--- config.mk ---
export PLATFORM = sky130hd
export DESIGN_NAME = nfc_host
export DESIGN_NICKNAME = d
export VERILOG_FILES = /design/src/pkg/nfc_pkg.sv /design/src/design/nfc_pin_sync.sv /design/src/design/nfc_host.sv
export SDC_FILE = /design/constraint.sdc
export NUM_CORES = 1
export LEC_CHECK = 0
export BUFFER_PORTS_ARGS = -buffer_cell sky130_fd_sc_hd__clkbuf_2
export CORE_ASPECT_RATIO = 0.8
export CORE_UTILIZATION = 47
export CTS_BUF_LIST = sky130_fd_sc_hd__clkbuf_8
export CTS_CLUSTER_SIZE = 10
export DETAILED_ROUTE_END_ITERATION = 10
export GPL_ROUTABILITY_DRIVEN = 0
export PLACE_DENSITY = 0.68
export SYNTH_ARGS = -nofsm -noshare
export SYNTH_HDL_FRONTEND = slang
export SYNTH_SLANG_ARGS = --single-unit
--- constraint.sdc ---
create_clock -name sys_clk -period 3.1 [get_ports sys_clk]
set_clock_uncertainty 0.05 [all_clocks]
set_input_delay 0.155 -clock sys_clk [delete_from_list [all_inputs] [get_ports sys_clk]]
set_output_delay 0.155 -clock sys_clk [all_outputs]
set_load 0.005 [all_outputs]
--- src/pkg/nfc_pkg.sv ---
/*
 * nfc_pkg: constants for the host-side parallel NOR flash controller:
 * command codes, unlock addresses, user operation codes, pin timings.
 * Assumes a 20 MHz sys_clk and a flash with asynchronous CE/WE/OE pins.
 */
package nfc_pkg;
  // clock
  localparam int CLK_NS = 50;

  // user operation codes
  localparam logic [2:0] OP_READ = 3'h0;
  localparam logic [2:0] OP_PROG = 3'h1;
  localparam logic [2:0] OP_CHIP = 3'h2;
  localparam logic [2:0] OP_SECT = 3'h3;
  localparam logic [2:0] OP_SUSP = 3'h4;
  localparam logic [2:0] OP_RESUME = 3'h5;
  localparam logic [2:0] OP_RESET = 3'h6;
  localparam logic [2:0] OP_IDENT = 3'h7;

  // command data values
  localparam logic [7:0] CMD_UNLOCK1 = 8'haa;
  localparam logic [7:0] CMD_UNLOCK2 = 8'h55;
  localparam logic [7:0] CMD_PROG = 8'ha0;
  localparam logic [7:0] CMD_ERASE = 8'h80;
  localparam logic [7:0] CMD_CHIP = 8'h10;
  localparam logic [7:0] CMD_SECT = 8'h30;
  localparam logic [7:0] CMD_IDENT = 8'h90;
  localparam logic [7:0] CMD_RESET = 8'hf0;
  localparam logic [7:0] CMD_SUSP = 8'hb0;
  localparam logic [7:0] CMD_RESUME = 8'h30;

  // unlock addresses, as user addresses of each width mode
  localparam logic [18:0] U1_WORD = 19'h00555;
  localparam logic [18:0] U2_WORD = 19'h002aa;
  localparam logic [18:0] U1_BYTE = 19'h00aaa;
  localparam logic [18:0] U2_BYTE = 19'h00555;

  // sector select field: word address bits 17:12
  localparam int SECT_LSB_WORD = 12;
  localparam int SECT_LSB_BYTE = 13;
  localparam logic [18:0] SECT_MASK_WORD = 19'h3f000;
  localparam logic [18:0] SECT_MASK_BYTE = 19'h7e000;

  // sequence lengths
  localparam logic [2:0] LEN_ONE = 3'h1;
  localparam logic [2:0] LEN_PROG = 3'h4;
  localparam logic [2:0] LEN_ERASE = 3'h6;
  localparam logic [2:0] LEN_IDENT = 3'h5;
  localparam logic [2:0] IDENT_READ_STEP = 3'h3;

  // pin timings in ns, then in cycles (least times round up)
  localparam int T_AS_NS = 50;
  localparam int T_WP_NS = 100;
  localparam int T_WPH_NS = 50;
  localparam int T_ACC_NS = 100;
  localparam int T_BUSY_NS = 500;
  localparam int T_PWRUP_NS = 50000;
  localparam int SYNC_LAT = 4;
  localparam int T_AS_CYC = (T_AS_NS + CLK_NS - 1) / CLK_NS;
  localparam int T_WP_CYC = (T_WP_NS + CLK_NS - 1) / CLK_NS;
  localparam int T_WPH_CYC = (T_WPH_NS + CLK_NS - 1) / CLK_NS;
  localparam int T_RD_CYC = (T_ACC_NS + CLK_NS - 1) / CLK_NS + SYNC_LAT;
  localparam int T_BUSY_CYC = (T_BUSY_NS + CLK_NS - 1) / CLK_NS;
  localparam int T_PWRUP_CYC = (T_PWRUP_NS + CLK_NS - 1) / CLK_NS;

  // controller states, one-hot
  typedef enum logic [5:0] {
    ST_PWRUP = 6'h01,
    ST_IDLE = 6'h02,
    ST_SETUP = 6'h04,
    ST_STROBE = 6'h08,
    ST_RECOVER = 6'h10,
    ST_READ = 6'h20
  } nfc_state_t;
endpackage

--- src/design/nfc_pin_sync.sv ---
/*
 * nfc_pin_sync: three-flop synchroniser for a bus of pin inputs; each
 * output bit changes once the second and third stages agree.
 * Assumes inputs are asynchronous to sys_clk and stable for >= 3 cycles.
 */
`timescale 1ns/1ps
module nfc_pin_sync #(
  parameter int W = 1,
  parameter logic [W-1:0] RST_VAL = '0
) (
  input wire logic sys_clk,
  input wire logic rst,
  input wire logic [W-1:0] pin_in,
  output logic [W-1:0] level_out
);
  genvar i;
  generate
    for (i = 0; i < W; i++) begin : g_bit
      logic s1_r;
      logic s2_r;
      logic s3_r;
      logic lvl_r;
      // first stage feeds only the second; it may be metastable
      always_ff @(posedge sys_clk) begin
        if (rst) begin
          s1_r <= RST_VAL[i];
          s2_r <= RST_VAL[i];
          s3_r <= RST_VAL[i];
        end else begin
          s1_r <= pin_in[i];
          s2_r <= s1_r;
          s3_r <= s2_r;
        end
      end
      always_ff @(posedge sys_clk) begin
        if (rst) begin
          lvl_r <= RST_VAL[i];
        end else if (s2_r == s3_r) begin
          lvl_r <= s3_r;
        end
      end
      assign level_out[i] = lvl_r;
    end
  endgenerate
endmodule

--- src/design/nfc_host.sv ---
/*
 * nfc_host: host controller that drives a parallel NOR flash through its
 * CE/WE/OE, address, data, width-select and ready pins, issuing unlock
 * command sequences for user operations given at a valid/ready port.
 * Assumes the flash pins sit outside the sys_clk domain.
 */
// Behaviour
// below supply_lockout_threshold writes refused; host holds pins idle, aborts.
// above threshold host keeps controls at levels forming no stray write.
// no write starts on control pulses shorter than about 5 ns.
// writes inhibited while OE low, CE high, or WE high.
// write only with CE and WE low and OE high; host drives that.
// all three controls low counts as read, never a write.
// after power-up device reads array and locks out writes for a while.
// wrong address, data or order aborts sequence back to read array.
// unlock addresses 555/2AA in word mode, AAA/555 in byte mode.
// program is AA, 55, A0 to unlock addresses, then data at target.
// erase is AA,55,80,AA,55 then 10 for chip or 30 at sector.
// sector chosen by sector_select_bits only.
// F0 reset, B0 suspend, 30 resume are single cycles at any address.
// ident is AA,55,90; then maker or part code read at fixed offsets.
// ident read at sector offset X02/X04 gives protection state 01 or 00.
// array data readable after power-up and after program or erase ends.
// in suspend, suspended sectors read status, others read array data.
// after timeout or in ident mode, reset command needed for array reads.
// address latched on later falling, data on earlier rising CE/WE edge.
// width-select high uses sixteen data lines; low makes DQ15 address LSB.
// busy program or erase ignores reset; sector erase accepts only suspend.
// synchronous device decoder advances only on write completion edges.
`timescale 1ns/1ps
module nfc_host
  import nfc_pkg::*;
(
  input wire logic sys_clk,
  input wire logic rst,
  input wire logic cmd_valid,
  output logic cmd_ready,
  input wire logic [2:0] cmd_op,
  input wire logic [18:0] cmd_addr,
  input wire logic [15:0] cmd_data,
  input wire logic word_mode,
  output logic rsp_valid,
  output logic [15:0] rsp_data,
  output logic busy,
  output logic erase_suspended,
  input wire logic supply_ok,
  output logic [17:0] f_addr,
  input wire logic [15:0] f_dq_in,
  output logic [15:0] f_dq_out,
  output logic [15:0] f_dq_oe,
  output logic f_ce_n,
  output logic f_we_n,
  output logic f_oe_n,
  output logic f_byte_n,
  input wire logic operation_done_n
);
  nfc_state_t st_r;
  logic [11:0] cnt_r;
  logic [2:0] step_r;
  logic [2:0] op_r;
  logic [18:0] uaddr_r;
  logic [15:0] udata_r;
  logic mode_r;
  logic [17:0] addr_r;
  logic [15:0] dq_out_r;
  logic [15:0] dq_oe_r;
  logic ce_n_r;
  logic we_n_r;
  logic oe_n_r;
  logic rsp_valid_r;
  logic [15:0] rsp_data_r;
  logic dev_busy_r;
  logic [4:0] arm_r;
  logic sect_erase_r;
  logic susp_r;
  logic [17:0] sync_lvl;
  logic [15:0] dq_s;
  logic done_s;
  logic supply_s;
  logic op_ok;
  logic accept;
  logic fin;
  logic last_step;
  logic step_rd;
  logic [18:0] step_addr;
  logic [15:0] step_data;

  // pins from the flash and the supply monitor are asynchronous
  nfc_pin_sync #(.W(18), .RST_VAL(18'h10000)) u_sync (
    .sys_clk(sys_clk),
    .rst(rst),
    .pin_in({supply_ok, operation_done_n, f_dq_in}),
    .level_out(sync_lvl)
  );
  assign supply_s = sync_lvl[17];
  assign done_s = sync_lvl[16];
  assign dq_s = sync_lvl[15:0];

  function automatic logic [2:0] seq_len(input logic [2:0] op);
    case (op)
      OP_PROG: seq_len = LEN_PROG;
      OP_CHIP, OP_SECT: seq_len = LEN_ERASE;
      OP_IDENT: seq_len = LEN_IDENT;
      default: seq_len = LEN_ONE;
    endcase
  endfunction

  // one step of a command sequence: read flag, user address, data
  always_comb begin
    logic [18:0] u1;
    logic [18:0] u2;
    logic [18:0] smask;
    u1 = mode_r ? U1_WORD : U1_BYTE;
    u2 = mode_r ? U2_WORD : U2_BYTE;
    smask = mode_r ? SECT_MASK_WORD : SECT_MASK_BYTE;
    step_rd = 1'b0;
    step_addr = u1;
    step_data = {8'h00, CMD_UNLOCK1};
    if (op_r == OP_READ) begin
      step_rd = 1'b1;
      step_addr = uaddr_r;
    end else if (op_r == OP_SUSP) begin
      step_data = {8'h00, CMD_SUSP};
    end else if (op_r == OP_RESUME) begin
      step_data = {8'h00, CMD_RESUME};
    end else if (op_r == OP_RESET) begin
      step_data = {8'h00, CMD_RESET};
    end else begin
      case (step_r)
        3'h0: step_data = {8'h00, CMD_UNLOCK1};
        3'h1: begin
          step_addr = u2;
          step_data = {8'h00, CMD_UNLOCK2};
        end
        3'h2: begin
          if (op_r == OP_PROG) begin
            step_data = {8'h00, CMD_PROG};
          end else if (op_r == OP_IDENT) begin
            step_data = {8'h00, CMD_IDENT};
          end else begin
            step_data = {8'h00, CMD_ERASE};
          end
        end
        3'h3: begin
          if (op_r == OP_PROG) begin
            step_addr = uaddr_r;
            step_data = udata_r;
          end else if (op_r == OP_IDENT) begin
            step_rd = 1'b1;
            step_addr = uaddr_r;
          end
        end
        3'h4: begin
          if (op_r == OP_IDENT) begin
            step_data = {8'h00, CMD_RESET};
          end else begin
            step_addr = u2;
            step_data = {8'h00, CMD_UNLOCK2};
          end
        end
        default: begin
          if (op_r == OP_SECT) begin
            step_addr = uaddr_r & smask;
            step_data = {8'h00, CMD_SECT};
          end else begin
            step_data = {8'h00, CMD_CHIP};
          end
        end
      endcase
    end
  end

  // what the device can take now; reset while busy would be ignored
  always_comb begin
    case (cmd_op)
      OP_SUSP: op_ok = dev_busy_r && sect_erase_r && !susp_r;
      OP_RESUME: op_ok = !dev_busy_r && susp_r;
      OP_CHIP, OP_SECT, OP_IDENT: op_ok = !dev_busy_r && !susp_r;
      default: op_ok = !dev_busy_r;
    endcase
  end
  assign cmd_ready = (st_r == ST_IDLE) && supply_s && op_ok;
  assign accept = cmd_valid && cmd_ready;
  assign last_step = (step_r == seq_len(op_r) - 3'h1);
  assign fin = last_step && (((st_r == ST_RECOVER) &&
               (cnt_r == 12'(T_WPH_CYC - 1))) ||
               ((st_r == ST_READ) && (cnt_r == 12'(T_RD_CYC - 1))));

  // sequencing; a supply drop aborts and restarts the power-up wait
  always_ff @(posedge sys_clk) begin
    if (rst) begin
      st_r <= ST_PWRUP;
      cnt_r <= 12'h000;
      step_r <= 3'h0;
      op_r <= OP_READ;
      uaddr_r <= 19'h00000;
      udata_r <= 16'h0000;
      mode_r <= 1'b1;
    end else if (!supply_s) begin
      st_r <= ST_PWRUP;
      cnt_r <= 12'h000;
    end else begin
      cnt_r <= cnt_r + 12'h001;
      case (st_r)
        ST_PWRUP: begin
          mode_r <= word_mode;
          if (cnt_r == 12'(T_PWRUP_CYC - 1)) begin
            st_r <= ST_IDLE;
          end
        end
        ST_IDLE: begin
          cnt_r <= 12'h000;
          mode_r <= word_mode;
          if (accept) begin
            op_r <= cmd_op;
            uaddr_r <= cmd_addr;
            udata_r <= cmd_data;
            step_r <= 3'h0;
            st_r <= ST_SETUP;
          end
        end
        ST_SETUP: begin
          if (step_rd) begin
            st_r <= ST_READ;
            cnt_r <= 12'h000;
          end else if (cnt_r >= 12'(T_AS_CYC - 1)) begin
            st_r <= ST_STROBE;
            cnt_r <= 12'h000;
          end
        end
        ST_STROBE: begin
          if (cnt_r == 12'(T_WP_CYC - 1)) begin
            st_r <= ST_RECOVER;
            cnt_r <= 12'h000;
          end
        end
        ST_RECOVER, ST_READ: begin
          if (fin) begin
            st_r <= ST_IDLE;
          end else if ((st_r == ST_RECOVER) ?
                       (cnt_r == 12'(T_WPH_CYC - 1)) :
                       (cnt_r == 12'(T_RD_CYC - 1))) begin
            step_r <= step_r + 3'h1;
            st_r <= ST_SETUP;
            cnt_r <= 12'h000;
          end
        end
        default: st_r <= ST_PWRUP;
      endcase
    end
  end

  // pin drive; WE low only in strobe, OE low only in read
  always_ff @(posedge sys_clk) begin
    if (rst) begin
      ce_n_r <= 1'b1;
      we_n_r <= 1'b1;
      oe_n_r <= 1'b1;
      addr_r <= 18'h00000;
      dq_out_r <= 16'h0000;
      dq_oe_r <= 16'h0000;
    end else begin
      ce_n_r <= 1'b1;
      we_n_r <= 1'b1;
      oe_n_r <= 1'b1;
      dq_oe_r <= 16'h0000;
      // held through the finishing cycle so data outlasts the we rise
      if (supply_s && (st_r == ST_SETUP || st_r == ST_STROBE ||
          st_r == ST_RECOVER || st_r == ST_READ)) begin
        ce_n_r <= 1'b0;
        // address and data held across the strobe so both latch points see
        // the same values
        addr_r <= mode_r ? step_addr[17:0] : step_addr[18:1];
        dq_out_r <= mode_r ? step_data :
                    {step_addr[0], 7'h00, step_data[7:0]};
        if (step_rd) begin
          oe_n_r <= 1'b0;
          dq_oe_r <= mode_r ? 16'h0000 : 16'h8000;
        end else begin
          dq_oe_r <= mode_r ? 16'hffff : 16'h80ff;
          // we falls a cycle after the address settles
          we_n_r <= (st_r != ST_STROBE);
        end
      end
    end
  end

  // read data capture after access time plus synchroniser latency
  always_ff @(posedge sys_clk) begin
    if (rst) begin
      rsp_valid_r <= 1'b0;
      rsp_data_r <= 16'h0000;
    end else begin
      rsp_valid_r <= 1'b0;
      if (st_r == ST_READ && cnt_r == 12'(T_RD_CYC - 1) && supply_s) begin
        rsp_valid_r <= 1'b1;
        rsp_data_r <= mode_r ? dq_s : {8'h00, dq_s[7:0]};
      end
    end
  end

  // embedded operation tracking from the ready pin
  always_ff @(posedge sys_clk) begin
    if (rst || !supply_s) begin
      dev_busy_r <= 1'b0;
      arm_r <= 5'h00;
      sect_erase_r <= 1'b0;
      susp_r <= 1'b0;
    end else if (fin && op_r != OP_READ && op_r != OP_RESET &&
                 op_r != OP_IDENT) begin
      // ready may take a while to fall, so ignore it for a short window
      dev_busy_r <= 1'b1;
      arm_r <= 5'(T_BUSY_CYC);
      if (op_r == OP_SECT) begin
        sect_erase_r <= 1'b1;
      end
      if (op_r == OP_SUSP) begin
        susp_r <= 1'b1;
      end
      if (op_r == OP_RESUME) begin
        susp_r <= 1'b0;
      end
    end else if (arm_r != 5'h00) begin
      arm_r <= arm_r - 5'h01;
    end else if (dev_busy_r && done_s) begin
      dev_busy_r <= 1'b0;
      if (!susp_r) begin
        sect_erase_r <= 1'b0;
      end
    end
  end

  assign f_addr = addr_r;
  assign f_dq_out = dq_out_r;
  assign f_dq_oe = dq_oe_r;
  assign f_ce_n = ce_n_r;
  assign f_we_n = we_n_r;
  assign f_oe_n = oe_n_r;
  assign f_byte_n = mode_r;
  assign rsp_valid = rsp_valid_r;
  assign rsp_data = rsp_data_r;
  assign busy = dev_busy_r || (st_r != ST_IDLE);
  assign erase_suspended = susp_r;

  property p_no_all_low;
    @(posedge sys_clk) disable iff (rst)
      !(!f_ce_n && !f_we_n && !f_oe_n);
  endproperty
  a_no_all_low: assert property (p_no_all_low)
    else $error("ce, we and oe all low");

  property p_write_combo;
    @(posedge sys_clk) disable iff (rst)
      !f_we_n |-> (!f_ce_n && f_oe_n && f_dq_oe[0]);
  endproperty
  a_write_combo: assert property (p_write_combo)
    else $error("we low without ce low, oe high and data driven");

  property p_we_pulse;
    @(posedge sys_clk) disable iff (rst)
      $fell(f_we_n) |-> !f_we_n ##1 !f_we_n ##1 f_we_n;
  endproperty
  a_we_pulse: assert property (p_we_pulse)
    else $error("write pulse not exactly two cycles");

  property p_idle_pins;
    @(posedge sys_clk) disable iff (rst)
      (st_r == ST_IDLE && $past(st_r) == ST_IDLE) |->
        (f_ce_n && f_we_n && f_oe_n && f_dq_oe == 16'h0000);
  endproperty
  a_idle_pins: assert property (p_idle_pins)
    else $error("controls active while idle");

  property p_supply_off;
    @(posedge sys_clk) disable iff (rst)
      !supply_s |=> (f_we_n && st_r == ST_PWRUP && !cmd_ready);
  endproperty
  a_supply_off: assert property (p_supply_off)
    else $error("activity while supply low");

  property p_pwrup_lock;
    @(posedge sys_clk) disable iff (rst)
      (st_r == ST_PWRUP) |-> (!cmd_ready && f_we_n);
  endproperty
  a_pwrup_lock: assert property (p_pwrup_lock)
    else $error("command taken during power-up wait");

  property p_latch_stable;
    @(posedge sys_clk) disable iff (rst)
      (!f_we_n && $past(!f_we_n)) |->
        ($stable(f_addr) && $stable(f_dq_out));
  endproperty
  a_latch_stable: assert property (p_latch_stable)
    else $error("address or data moved during strobe");

  property p_byte_lines;
    @(posedge sys_clk) disable iff (rst)
      !f_byte_n |-> (f_dq_oe[14:8] == 7'h00);
  endproperty
  a_byte_lines: assert property (p_byte_lines)
    else $error("upper data lines driven in byte mode");

  property p_busy_refuse;
    @(posedge sys_clk) disable iff (rst)
      (dev_busy_r && cmd_op != OP_SUSP) |-> !cmd_ready;
  endproperty
  a_busy_refuse: assert property (p_busy_refuse)
    else $error("command other than suspend offered while busy");

  property p_first_unlock;
    @(posedge sys_clk) disable iff (rst)
      ($fell(f_we_n) && step_r == 3'h0 && op_r != OP_SUSP &&
       op_r != OP_RESUME && op_r != OP_RESET) |->
        (f_dq_out[7:0] == 8'haa && f_addr[10:0] == 11'h555);
  endproperty
  a_first_unlock: assert property (p_first_unlock)
    else $error("first unlock cycle wrong");
endmodule

==> results.toml, run 1 <==
[power]
fin_total_pwr_uw = 4390
power.leakage_uw = 0.00404
ir_worst_vdd_v = 0.000274
power.density_mw_per_mm2 = 428

[synthesis]
muxShareOfSynthArea = 0.0552
synth-edff-count = 0
yosys.area_share.simple = 0.222
synthesis.nets = 1042
synth_area_per_cell_sq_um = 8.68
synth_compound_area_frac = 0.175
netlist_area_sq_mm = 0.00843
synth_top_family_by_area = "simple AND/OR/NAND/NOR gates"
synth_xor_area_frac = 0.0156
yosysSeqAreaShare = 0.468
synth_top_flop_cell = "dfxtp_1"
syn_inst = 971
async_flop_share = 0
synth_fa_ha_area_frac = 0.0163
synth-seq-cells = 197
synth.distinct_cells = 73
ys_warn_count = 0

[route]
vias_per_cell = 5.45
drt-total-wl_mm = 21.1
ant_nets = 0
initialDrtViolationCount = 672
via_count = 7494
drt_pass1_iterations = 7
wl_per_cell_um = 15.4
drcViolationCount = 0

[placement]
dpl_worst_slack_ps = 338
dp_hpwl_mm = 14.5
io_buffers = 133
placed_cells = 1285
placed_cell_area_sq_mm = 0.00928

[setup_path]
crit_required_ps = 3430
crit_fanout = 10
r2r_slack_ps = 270
reg2reg_depth = 8
worstReg2RegStart = "step_r[1]"
endpoint = "f_addr[10]"
reg2reg_to = "f_addr[10]"
cp-start-kind = "flop"
crit_path_end_kind = "flop"
startpoint = "step_r[1]"
cp.arrival_ps = 3160
critical_path_class = "reg2reg"

[cells_and_area]
n_fill_cell = 1533
drive_gt1_frac = 0.190
multiInputGateArea_sq_mm = 0.00409
n_antenna_cell = 0
stdcell_area_sq_mm = 0.0103
nets = 1207
final-seq-area_sq_mm = 0.00395
stdcell_count = 1374
syn2layout_area_growth_pct = 21.9

[clock_tree]
holdBufCountCts = 57
clockBufferDepth = 2
clock_latency_ps = 470
cts_resized = 0
cts_made_buffers = 17
cts.htree.levels = 4
path_clk_slew_ps = 110
cts_root_buf = "clkbuf_8"
clock_sink_count = 197
postCtsSetupRepairBufs = 0
cts_tree = "done"

[global_routing]
antenna_found_initial = 0
grt_max_degree = 84
grt_pass1_wl_mm = 33.9
grt.total_usage = 0.235
grt_overflow = 0
grt_pass1_vias = 6626

[die]
dieArea_sq_mm = 0.0185
start_util = 0.484
io_pins = 134
dieWidth_um = 152
die_h_um = 122
coreArea_sq_mm = 0.0174
fp-row-count = 43

[timing]
worst_pin_slew_ps = 1270
min_period_over_period = 0.914
slew_headroom = 0.154
slew_violations = 0
finalSetupTns_ps = 0
fmaxAchievable_ghz = 0.353
period_minus_slack_ps = 2830
hold_violations = 0
timing.final.ws_setup_ps = 267
rsz0062_at_grt = "false"
setup_violations = 0

[hold_path]
hold_path_class = "in2reg"

[run]
drv_cap = 0

[outcome]
run_status = "finished, final reports clean"
[registers in the layout, summed over array words and instances, names as in the netlist, 6 cells and up]
signal	count
rsp_data	16
udata_r	16
u_sync.g_bit.lvl_r	18
st_r	6
u_sync.g_bit.s3_r	18
cnt_r	12
u_sync.g_bit.s2_r	18
uaddr_r	19
f_addr	18
f_dq_out	16
u_sync.g_bit.s1_r	18
[report_power, final]
group / switching [uW] / internal (uW) / total, uW / leakage, uW
combinational: 70.1 / 96.3 / 166 / 0.00224
clock: 1040 / 618 / 1660 / 0.000205
sequential: 10.3 / 2560 / 2570 / 0.00160
[per-stage QoR]
step                       util  hold slack (ps)
final                     0.590              115
after global routing      0.590              127
after CTS                 0.590             74.5
after detailed placement  0.533              296
after global placement    0.533              294
after floorplan               -              209
[cell usage in the layout (no fill, tap or decap), drive strengths merged, types with 10 or more instances in the layout]
master and count:
ha 11, nand2 97, mux2i 42, nor2 100
xnor2 10, dlygate4sd3 57, nand2b 13, clkinv 11
a21oi 77, nand3 35, clkbuf 149, nor3 15
and3 10, dfxtp 197, o21ai 66, inv 20
nor2b 61, buf 30
[how the worst min path moves through the flow]
stage                           from               endpoint  slack, ps  depth (start not counted)
finish                           rst               arm_r[1]        120                          4
global route                     rst               arm_r[1]        130                          4
CTS                        cmd_valid                st_r[1]         70                          4
detailed placement  operation_done_n  u_sync.g_bit[16].s1_r        300                          2
global placement    operation_done_n  u_sync.g_bit[16].s1_r        290                          2
floorplan           operation_done_n  u_sync.g_bit[16].s1_r        210                          1
[area by class of cell]
cell class | count | area share
Tap cell | 225 | 0.0274
Inverter | 17 | 0.00621
Sequential cell | 197 | 0.384
Multi-Input combinational cell | 684 | 0.398
Clock buffer | 17 | 0.0228
Clock inverter | 15 | 0.0184
Timing Repair Buffer | 219 | 0.143
[layer usage]
layer | GRT usage | vias up | wire, um
li1 | - | 3722 | -
met4 | 0.0619 | 0 | 211
met3 | 0.0712 | 23 | 1910
met1 | 0.347 | 3441 | 10400
met2 | 0.328 | 308 | 8600
met5 | 0 | - | 0
[worst max-delay path: stages, from the launching register on]
cell	delay, ps
dfxtp_1	430
inv_1	110
ha_1	260
or4b_1	690
a21oi_2	500
a31oi_1	90
o221ai_1	250
nand3_1	110
a32o_1	250
[cell families (layout without fill, tap and decap cells)]
kind of cell,Yosys count,count (layout)
AO/OA/AOI/OAI,233,233
XOR/XNOR,15,15
adder cells (fa/ha/maj),11,11
buffers and inverters,90,268
flip-flops,197,197
multiplexers,46,46
AND/OR/NAND/NOR,379,379
[cell usage after synthesis, types with 7 or more instances]
| cell | number | area, sq um |
|---|---|---|
| nand2_1 | 97 | 364 |
| ha_1 | 11 | 138 |
| o31ai_1 | 9 | 67.6 |
| nor2_1 | 99 | 372 |
| buf_4 | 13 | 97.6 |
| nor2b_1 | 61 | 382 |
| a32oi_1 | 9 | 78.8 |
| inv_1 | 15 | 56.3 |
| clkbuf_1 | 45 | 169 |
| nand3_1 | 35 | 175 |
| a21oi_1 | 76 | 380 |
| buf_2 | 9 | 45.0 |
| nand4_1 | 7 | 43.8 |
| nor3_1 | 14 | 70.1 |
| and2_1 | 7 | 43.8 |
| mux2i_1 | 42 | 420 |
| or2_2 | 7 | 43.8 |
| xnor2_1 | 10 | 87.6 |
| a22o_1 | 7 | 61.3 |
| o211ai_1 | 9 | 67.6 |
| dfxtp_1 | 197 | 3940 |
| o21ai_0 | 65 | 325 |
| o2111ai_1 | 8 | 70.1 |
| nand2b_1 | 13 | 81.3 |
| and3_1 | 10 | 62.6 |
(Power assumes the default switching activity.)
==> run 2, diff against run 1 <==
--- a/config.mk
+++ b/config.mk
@@ -6,13 +6,15 @@
 export NUM_CORES = 1
 export LEC_CHECK = 0
 export BUFFER_PORTS_ARGS = -buffer_cell sky130_fd_sc_hd__clkbuf_2
+export CELL_PAD_IN_SITES_DETAIL_PLACEMENT = 1
+export CELL_PAD_IN_SITES_GLOBAL_PLACEMENT = 2
 export CORE_ASPECT_RATIO = 0.8
-export CORE_UTILIZATION = 47
+export CORE_UTILIZATION = 35
 export CTS_BUF_LIST = sky130_fd_sc_hd__clkbuf_8
 export CTS_CLUSTER_SIZE = 10
 export DETAILED_ROUTE_END_ITERATION = 10
 export GPL_ROUTABILITY_DRIVEN = 0
-export PLACE_DENSITY = 0.68
+export PLACE_DENSITY_LB_ADDON = 0.1
 export SYNTH_ARGS = -nofsm -noshare
 export SYNTH_HDL_FRONTEND = slang
 export SYNTH_SLANG_ARGS = --single-unit
==> constraint.sdc (replaced) <==
create_clock -name sys_clk -period 3.1 [get_ports sys_clk]
set_clock_uncertainty 0.05 [all_clocks]
set_input_delay 0.62 -clock sys_clk [delete_from_list [all_inputs] [get_ports sys_clk]]
set_output_delay 0.62 -clock sys_clk [all_outputs]
set_load 0.005 [all_outputs]
==> run 2 against run 1 <==
Global-route usage is 2.6 points lower. Clock power is 17% higher. Combinational power is 33% lower. Die area is 34% higher. Utilization is 17 points lower. First-iteration DRC count is 47% lower. Largest power group unchanged.
==> results.toml, run 2 (synthesized netlist as in run 1, its figures left out) <==
[setup_path]
crit_fanout = 10
cp.arrival_ps = 3270
crit_required_ps = 3430
r2r_slack_ps = 160
critical_path_class = "reg2reg"
crit_path_end_kind = "flop"
cp-start-kind = "flop"

[route]
wl_per_cell_um = 17.8
met3_length_mm = 1.46
via_count = 7336
wl_met1_mm = 13.2
drcViolationCount = 0
ant_nets = 0
route.met2.wl_mm = 10.4
top_layer_used = "met4"
vias_per_cell = 5.18
drt-total-wl_mm = 25.2
drt_pass1_iterations = 5
initialDrtViolationCount = 354

[cells_and_area]
final_cell_mix = "dfxtp_1 (196), clkbuf_2 (132), nor2_1 (99), nand2_1 (97), a21oi_1 (75)"
layout_commonest_cell = "dfxtp_1"
final-seq-area_sq_mm = 0.00395
regMostFlops = "uaddr_r"
syn2layout_area_growth_pct = 18.2
n_antenna_cell = 0
drive_gt1_frac = 0.208
largest_reg_flops = 19
n_fill_cell = 2833
stdcell_area_sq_mm = 0.00997
nets = 1162
multiInputGateArea_sq_mm = 0.00409

[die]
coreArea_sq_mm = 0.0235
die_h_um = 141
start_util = 0.359
dieWidth_um = 176
dieArea_sq_mm = 0.0247
io_pins = 134
fp-row-count = 50

[timing]
rsz0062_at_grt = "false"
slew_headroom = 0.188
setup_violations = 0
finalSetupTns_ps = 0
slew_violations = 0
period_minus_slack_ps = 2940
hold_violations = 0
worst_pin_slew_ps = 1220
min_period_over_period = 0.949
fmaxAchievable_ghz = 0.340

[power]
power.density_mw_per_mm2 = 463
power.leakage_uw = 0.00389
ir_worst_vdd_v = 0.000272

[run]
drv_cap = 0

[placement]
io_buffers = 133
dp_hpwl_mm = 18.1
placed_cell_area_sq_mm = 0.00949

[clock_tree]
clockBufferDepth = 2
holdBufCountCts = 0
cts_made_buffers = 17
cts_tree = "done"
postCtsSetupRepairBufs = 0
cts_resized = 0
cts_root_buf = "clkbuf_8"
clock_latency_ps = 480
cts.htree.levels = 4
path_clk_slew_ps = 130
clock_sink_count = 197

[global_routing]
grt_overflow = 0
grt_pass1_vias = 7059
antenna_found_initial = 0
grt_max_degree = 67
grt_pass1_wl_mm = 40.4
grt.total_usage = 0.209

[hold_path]
hold_path_class = "in2reg"

[outcome]
run_status = "finished, final reports clean"
## run 2: power breakdown
part / internal, uW / switching [uW] / total, uW / leakage (uW)
clock: 805 / 1130 / 1940 / 0.000235
combinational: 50.6 / 61.7 / 112 / 0.00206
sequential: 2560 / 11.1 / 2570 / 0.00160
total: 3410 / 1210 / 4620 / 0.00389
## run 2: final timing paths
kind,startpoint,to,cells after the start
hold reg to reg,u_sync.g_bit[16].s1_r,u_sync.g_bit[16].s2_r,1
setup / recovery,step_r[1],f_addr[10],8
hold / removal,f_dq_in[1],u_sync.g_bit[1].s1_r,2
setup reg to reg,step_r[1],f_addr[10],8
## run 2: critical path, stage by stage (launching register included)
cell and delay, ps:
dfxtp_1 450, inv_1 120, ha_1 270, or4b_1 720, a21oi_2 480, a31oi_1 80
o221ai_1 310, nand3_1 130, a32o_1 250
## run 2: metal layers
layer,track usage,up-vias
li1,-,3614
met1,0.315,3528
met2,0.298,179
met3,0.0531,15
met4,0.0412,0
met5,0,-
## run 2: layout make-up
class	instances	area share
Tap cell	312	0.0391
Clock inverter	15	0.0245
Inverter	17	0.00640
Multi-Input combinational cell	684	0.411
Sequential cell	197	0.396
Timing Repair Buffer	174	0.100
Clock buffer	17	0.0235
## run 2: per-stage QoR
| stage | total power [uW] | instances | setup slack, ps | hold slack (ps) | utilization |
|---|---|---|---|---|---|
| 5_1_grt | 4810 | 1416 | 8.68 | 242 | 0.424 |
| 6_report | 4620 | 1416 | 157 | 281 | 0.424 |
| 3_5_place_dp | 2740 | 1384 | 239 | 347 | 0.404 |
| 3_3_place_gp | 2740 | 1384 | 285 | 342 | 0.404 |
| 2_1_floorplan | 2680 | 971 | 595 | 339 | - |
| 4_1_cts | 4680 | 1416 | 216 | 254 | 0.424 |
==> run 3, diff against run 2 <==
--- a/config.mk
+++ b/config.mk
@@ -17,4 +17,5 @@
 export PLACE_DENSITY_LB_ADDON = 0.1
 export SYNTH_ARGS = -nofsm -noshare
 export SYNTH_HDL_FRONTEND = slang
+export SYNTH_HIERARCHICAL = 1
 export SYNTH_SLANG_ARGS = --single-unit
==> run 3 against run 2 <==
Non-clock buffer count fell by 11. First-iteration DRC count up 0.85%. Die area decreased by 1.5%. Register-to-register slack improved by 150 ps. Synthesized cell count grew 0.10%. Clock-buffer cell count stayed put. Sequential power is essentially flat. Critical path depth shrank 4. Sequential share of layout area grew 1.7 points. Utilization fell by 1.5 points. Wire length shrank 8.9%. Critical path type is now reg2out. Highest routed layer unchanged.
==> results.toml, run 3 <==
[outcome]
run_status = "finished, final reports clean"

[timing]
slew_violations = 0
finalSetupTns_ps = 0
rsz0062_at_grt = "false"
holdWs_ps = 278
period_minus_slack_ps = 2870
setup_violations = 0
worst_pin_slew_ps = 742
fmaxAchievable_ghz = 0.348
min_period_over_period = 0.926
hold_violations = 0
slew_headroom = 0.501

[synthesis]
yosys.area.top_type = "dfxtp_1"
async_flop_share = 0
synth-edff-count = 0
synth_top_flop_cell = "dfxtp_1"
post-synth-top-count-cell = "dfxtp_1"
synthDominantCellAreaShare = 0.475
yosysSeqAreaShare = 0.475
syn_inst = 972
netlist_top_cells_count = "dfxtp_1 (197), nand2_1 (178), a21oi_1 (116)"
ys_warn_count = 6
synth_area_leaders = "dfxtp_1 (48%), nand2_1 (8.0%), a21oi_1 (7.0%)"
synth.distinct_cells = 72
synth_area_per_cell_sq_um = 8.54
netlist_area_sq_mm = 0.00830
synthesis.nets = 1042
synth-seq-cells = 197

[setup_path]
crit_path_end_kind = "output pin"
r2r_slack_ps = 310
critPathMaxStageDelay_ps = 550
cp.arrival_ps = 2200
worstReg2RegStart = "step_r[1]"
reg2reg_depth = 8
cp_cell_sequence = "or4b_4, a211oi_2, o211a_1, clkbuf_2"
cp-start-kind = "flop"
crit_fanout = 6
reg2reg_to = "f_addr[1]"
critical_path_class = "reg2out"
worst_path_max_delay_cell = "or4b_4"
crit_required_ps = 2430

[power]
power.density_mw_per_mm2 = 462
fin_total_pwr_uw = 4410
ir_worst_vdd_v = 0.000293
power.leakage_uw = 0.00368

[run]
drv_cap = 0

[route]
via_count = 6941
drt_pass1_iterations = 4
drcViolationCount = 0
ant_nets = 0
vias_per_cell = 5.00
wl_per_cell_um = 16.6
initialDrtViolationCount = 357
drt-total-wl_mm = 23.0

[clock_tree]
postCtsSetupRepairBufs = 0
clock_latency_ps = 470
cts_resized = 0
path_clk_slew_ps = 120
clockBufferDepth = 2
clock_sink_count = 197
cts.htree.levels = 4
cts_tree = "done"
holdBufCountCts = 0
cts_made_buffers = 17
cts_root_buf = "clkbuf_8"

[cells_and_area]
final_util = 0.409
largest_reg_flops = 19
n_antenna_cell = 0
drive_gt1_frac = 0.203
nets = 1134
stdcell_area_sq_mm = 0.00955
syn2layout_area_growth_pct = 15.0
layout_commonest_cell = "dfxtp_1"
final_cell_mix = "dfxtp_1 (197), nand2_1 (178), clkbuf_2 (132), a21oi_1 (116), nor2b_1 (60)"
regMostFlops = "uaddr_r"

[hold_path]
min-delay-start = "operation_done_n"
min_path_cells = 2
hold_end = "u_sync/g_bit[16].s1_r"
hold_path_class = "in2reg"

[placement]
placed_cell_area_sq_mm = 0.00912
io_buffers = 133
dp_hpwl_mm = 16.4

[die]
dieArea_sq_mm = 0.0243
coreArea_sq_mm = 0.0233
start_util = 0.356
fp-row-count = 50
die_h_um = 140
dieWidth_um = 174
io_pins = 134

[global_routing]
grt_pass1_vias = 6794
antenna_found_initial = 0
grt_pass1_wl_mm = 37.3
grt_max_degree = 65
grt.total_usage = 0.192
grt_overflow = 0
-- run 3: cell types whose count changed after synthesis, sizes merged, moves of 6 or more --
cell    before  now
mux2i       42    7
a21oi       77  117
buf         27   54
clkbuf      46   36
nand3       35   25
nand2       97  178
nor2       100   44
o21ai       66   53
nand2b      13    7
-- run 3: critical path: cells and delay by family, from the launching register on --
family / cells / cell delay (ps)
flops: 1 / 520
compound gates: 2 / 550
simple gates: 1 / 550
buf+inv: 1 / 120
-- run 3: area by class of cell --
type | instances | area, sq um
Fill cell | 2845 | 13800
Sequential cell | 197 | 3940
Multi-Input combinational cell | 668 | 3800
Timing Repair Buffer | 163 | 918
Tap cell | 312 | 390
Clock buffer | 17 | 234
Clock inverter | 15 | 195
Inverter | 17 | 63.8
-- run 3: through the flow --
step | std cells | worst slack [ps]
after floorplan | 972 | 482
after global placement | 1357 | 383
after detailed placement | 1357 | 330
after CTS | 1389 | 204
after global routing | 1389 | 42.3
final | 1389 | 229
-- run 3: kinds of logic (layout without fill, tap and decap cells) --
family / after synthesis / in the layout / synth area share
simple gates: 387 / 387 / 0.229
compound gates: 247 / 247 / 0.184
flops: 197 / 197 / 0.475
buf+inv: 107 / 212 / 0.0701
xor+xnor: 16 / 16 / 0.0169
fa+ha+maj: 10 / 10 / 0.0151
mux: 8 / 8 / 0.00980
-- run 3: worst max-delay path by stage --
stage	cells past startpoint	from	slack, ps	end
finish	4	st_r[1]	230	cmd_ready
global route	9	step_r[0]	40	f_addr[10]
CTS	4	st_r[1]	200	cmd_ready
detailed placement	8	step_r[1]	330	f_addr[1]
global placement	9	step_r[0]	380	f_addr[10]
floorplan	9	f_byte_n	480	f_addr[1]
-- run 3: where the power goes --
| part | switching [uW] | internal (uW) | leakage [uW] | total, uW |
|---|---|---|---|---|
| registers | 10.0 | 2560 | 0.00160 | 2570 |
| clock network | 1100 | 638 | 0.000214 | 1740 |
| logic | 57.6 | 48.5 | 0.00187 | 106 |
-- run 3: metal layers --
metal | global-route usage | vias to the layer above | share of wire
met5 | 0 | - | 0
met4 | 0.0494 | 0 | 0.0081
met3 | 0.0336 | 12 | 0.033
met2 | 0.281 | 105 | 0.43
met1 | 0.287 | 3315 | 0.53
li1 | - | 3509 | -
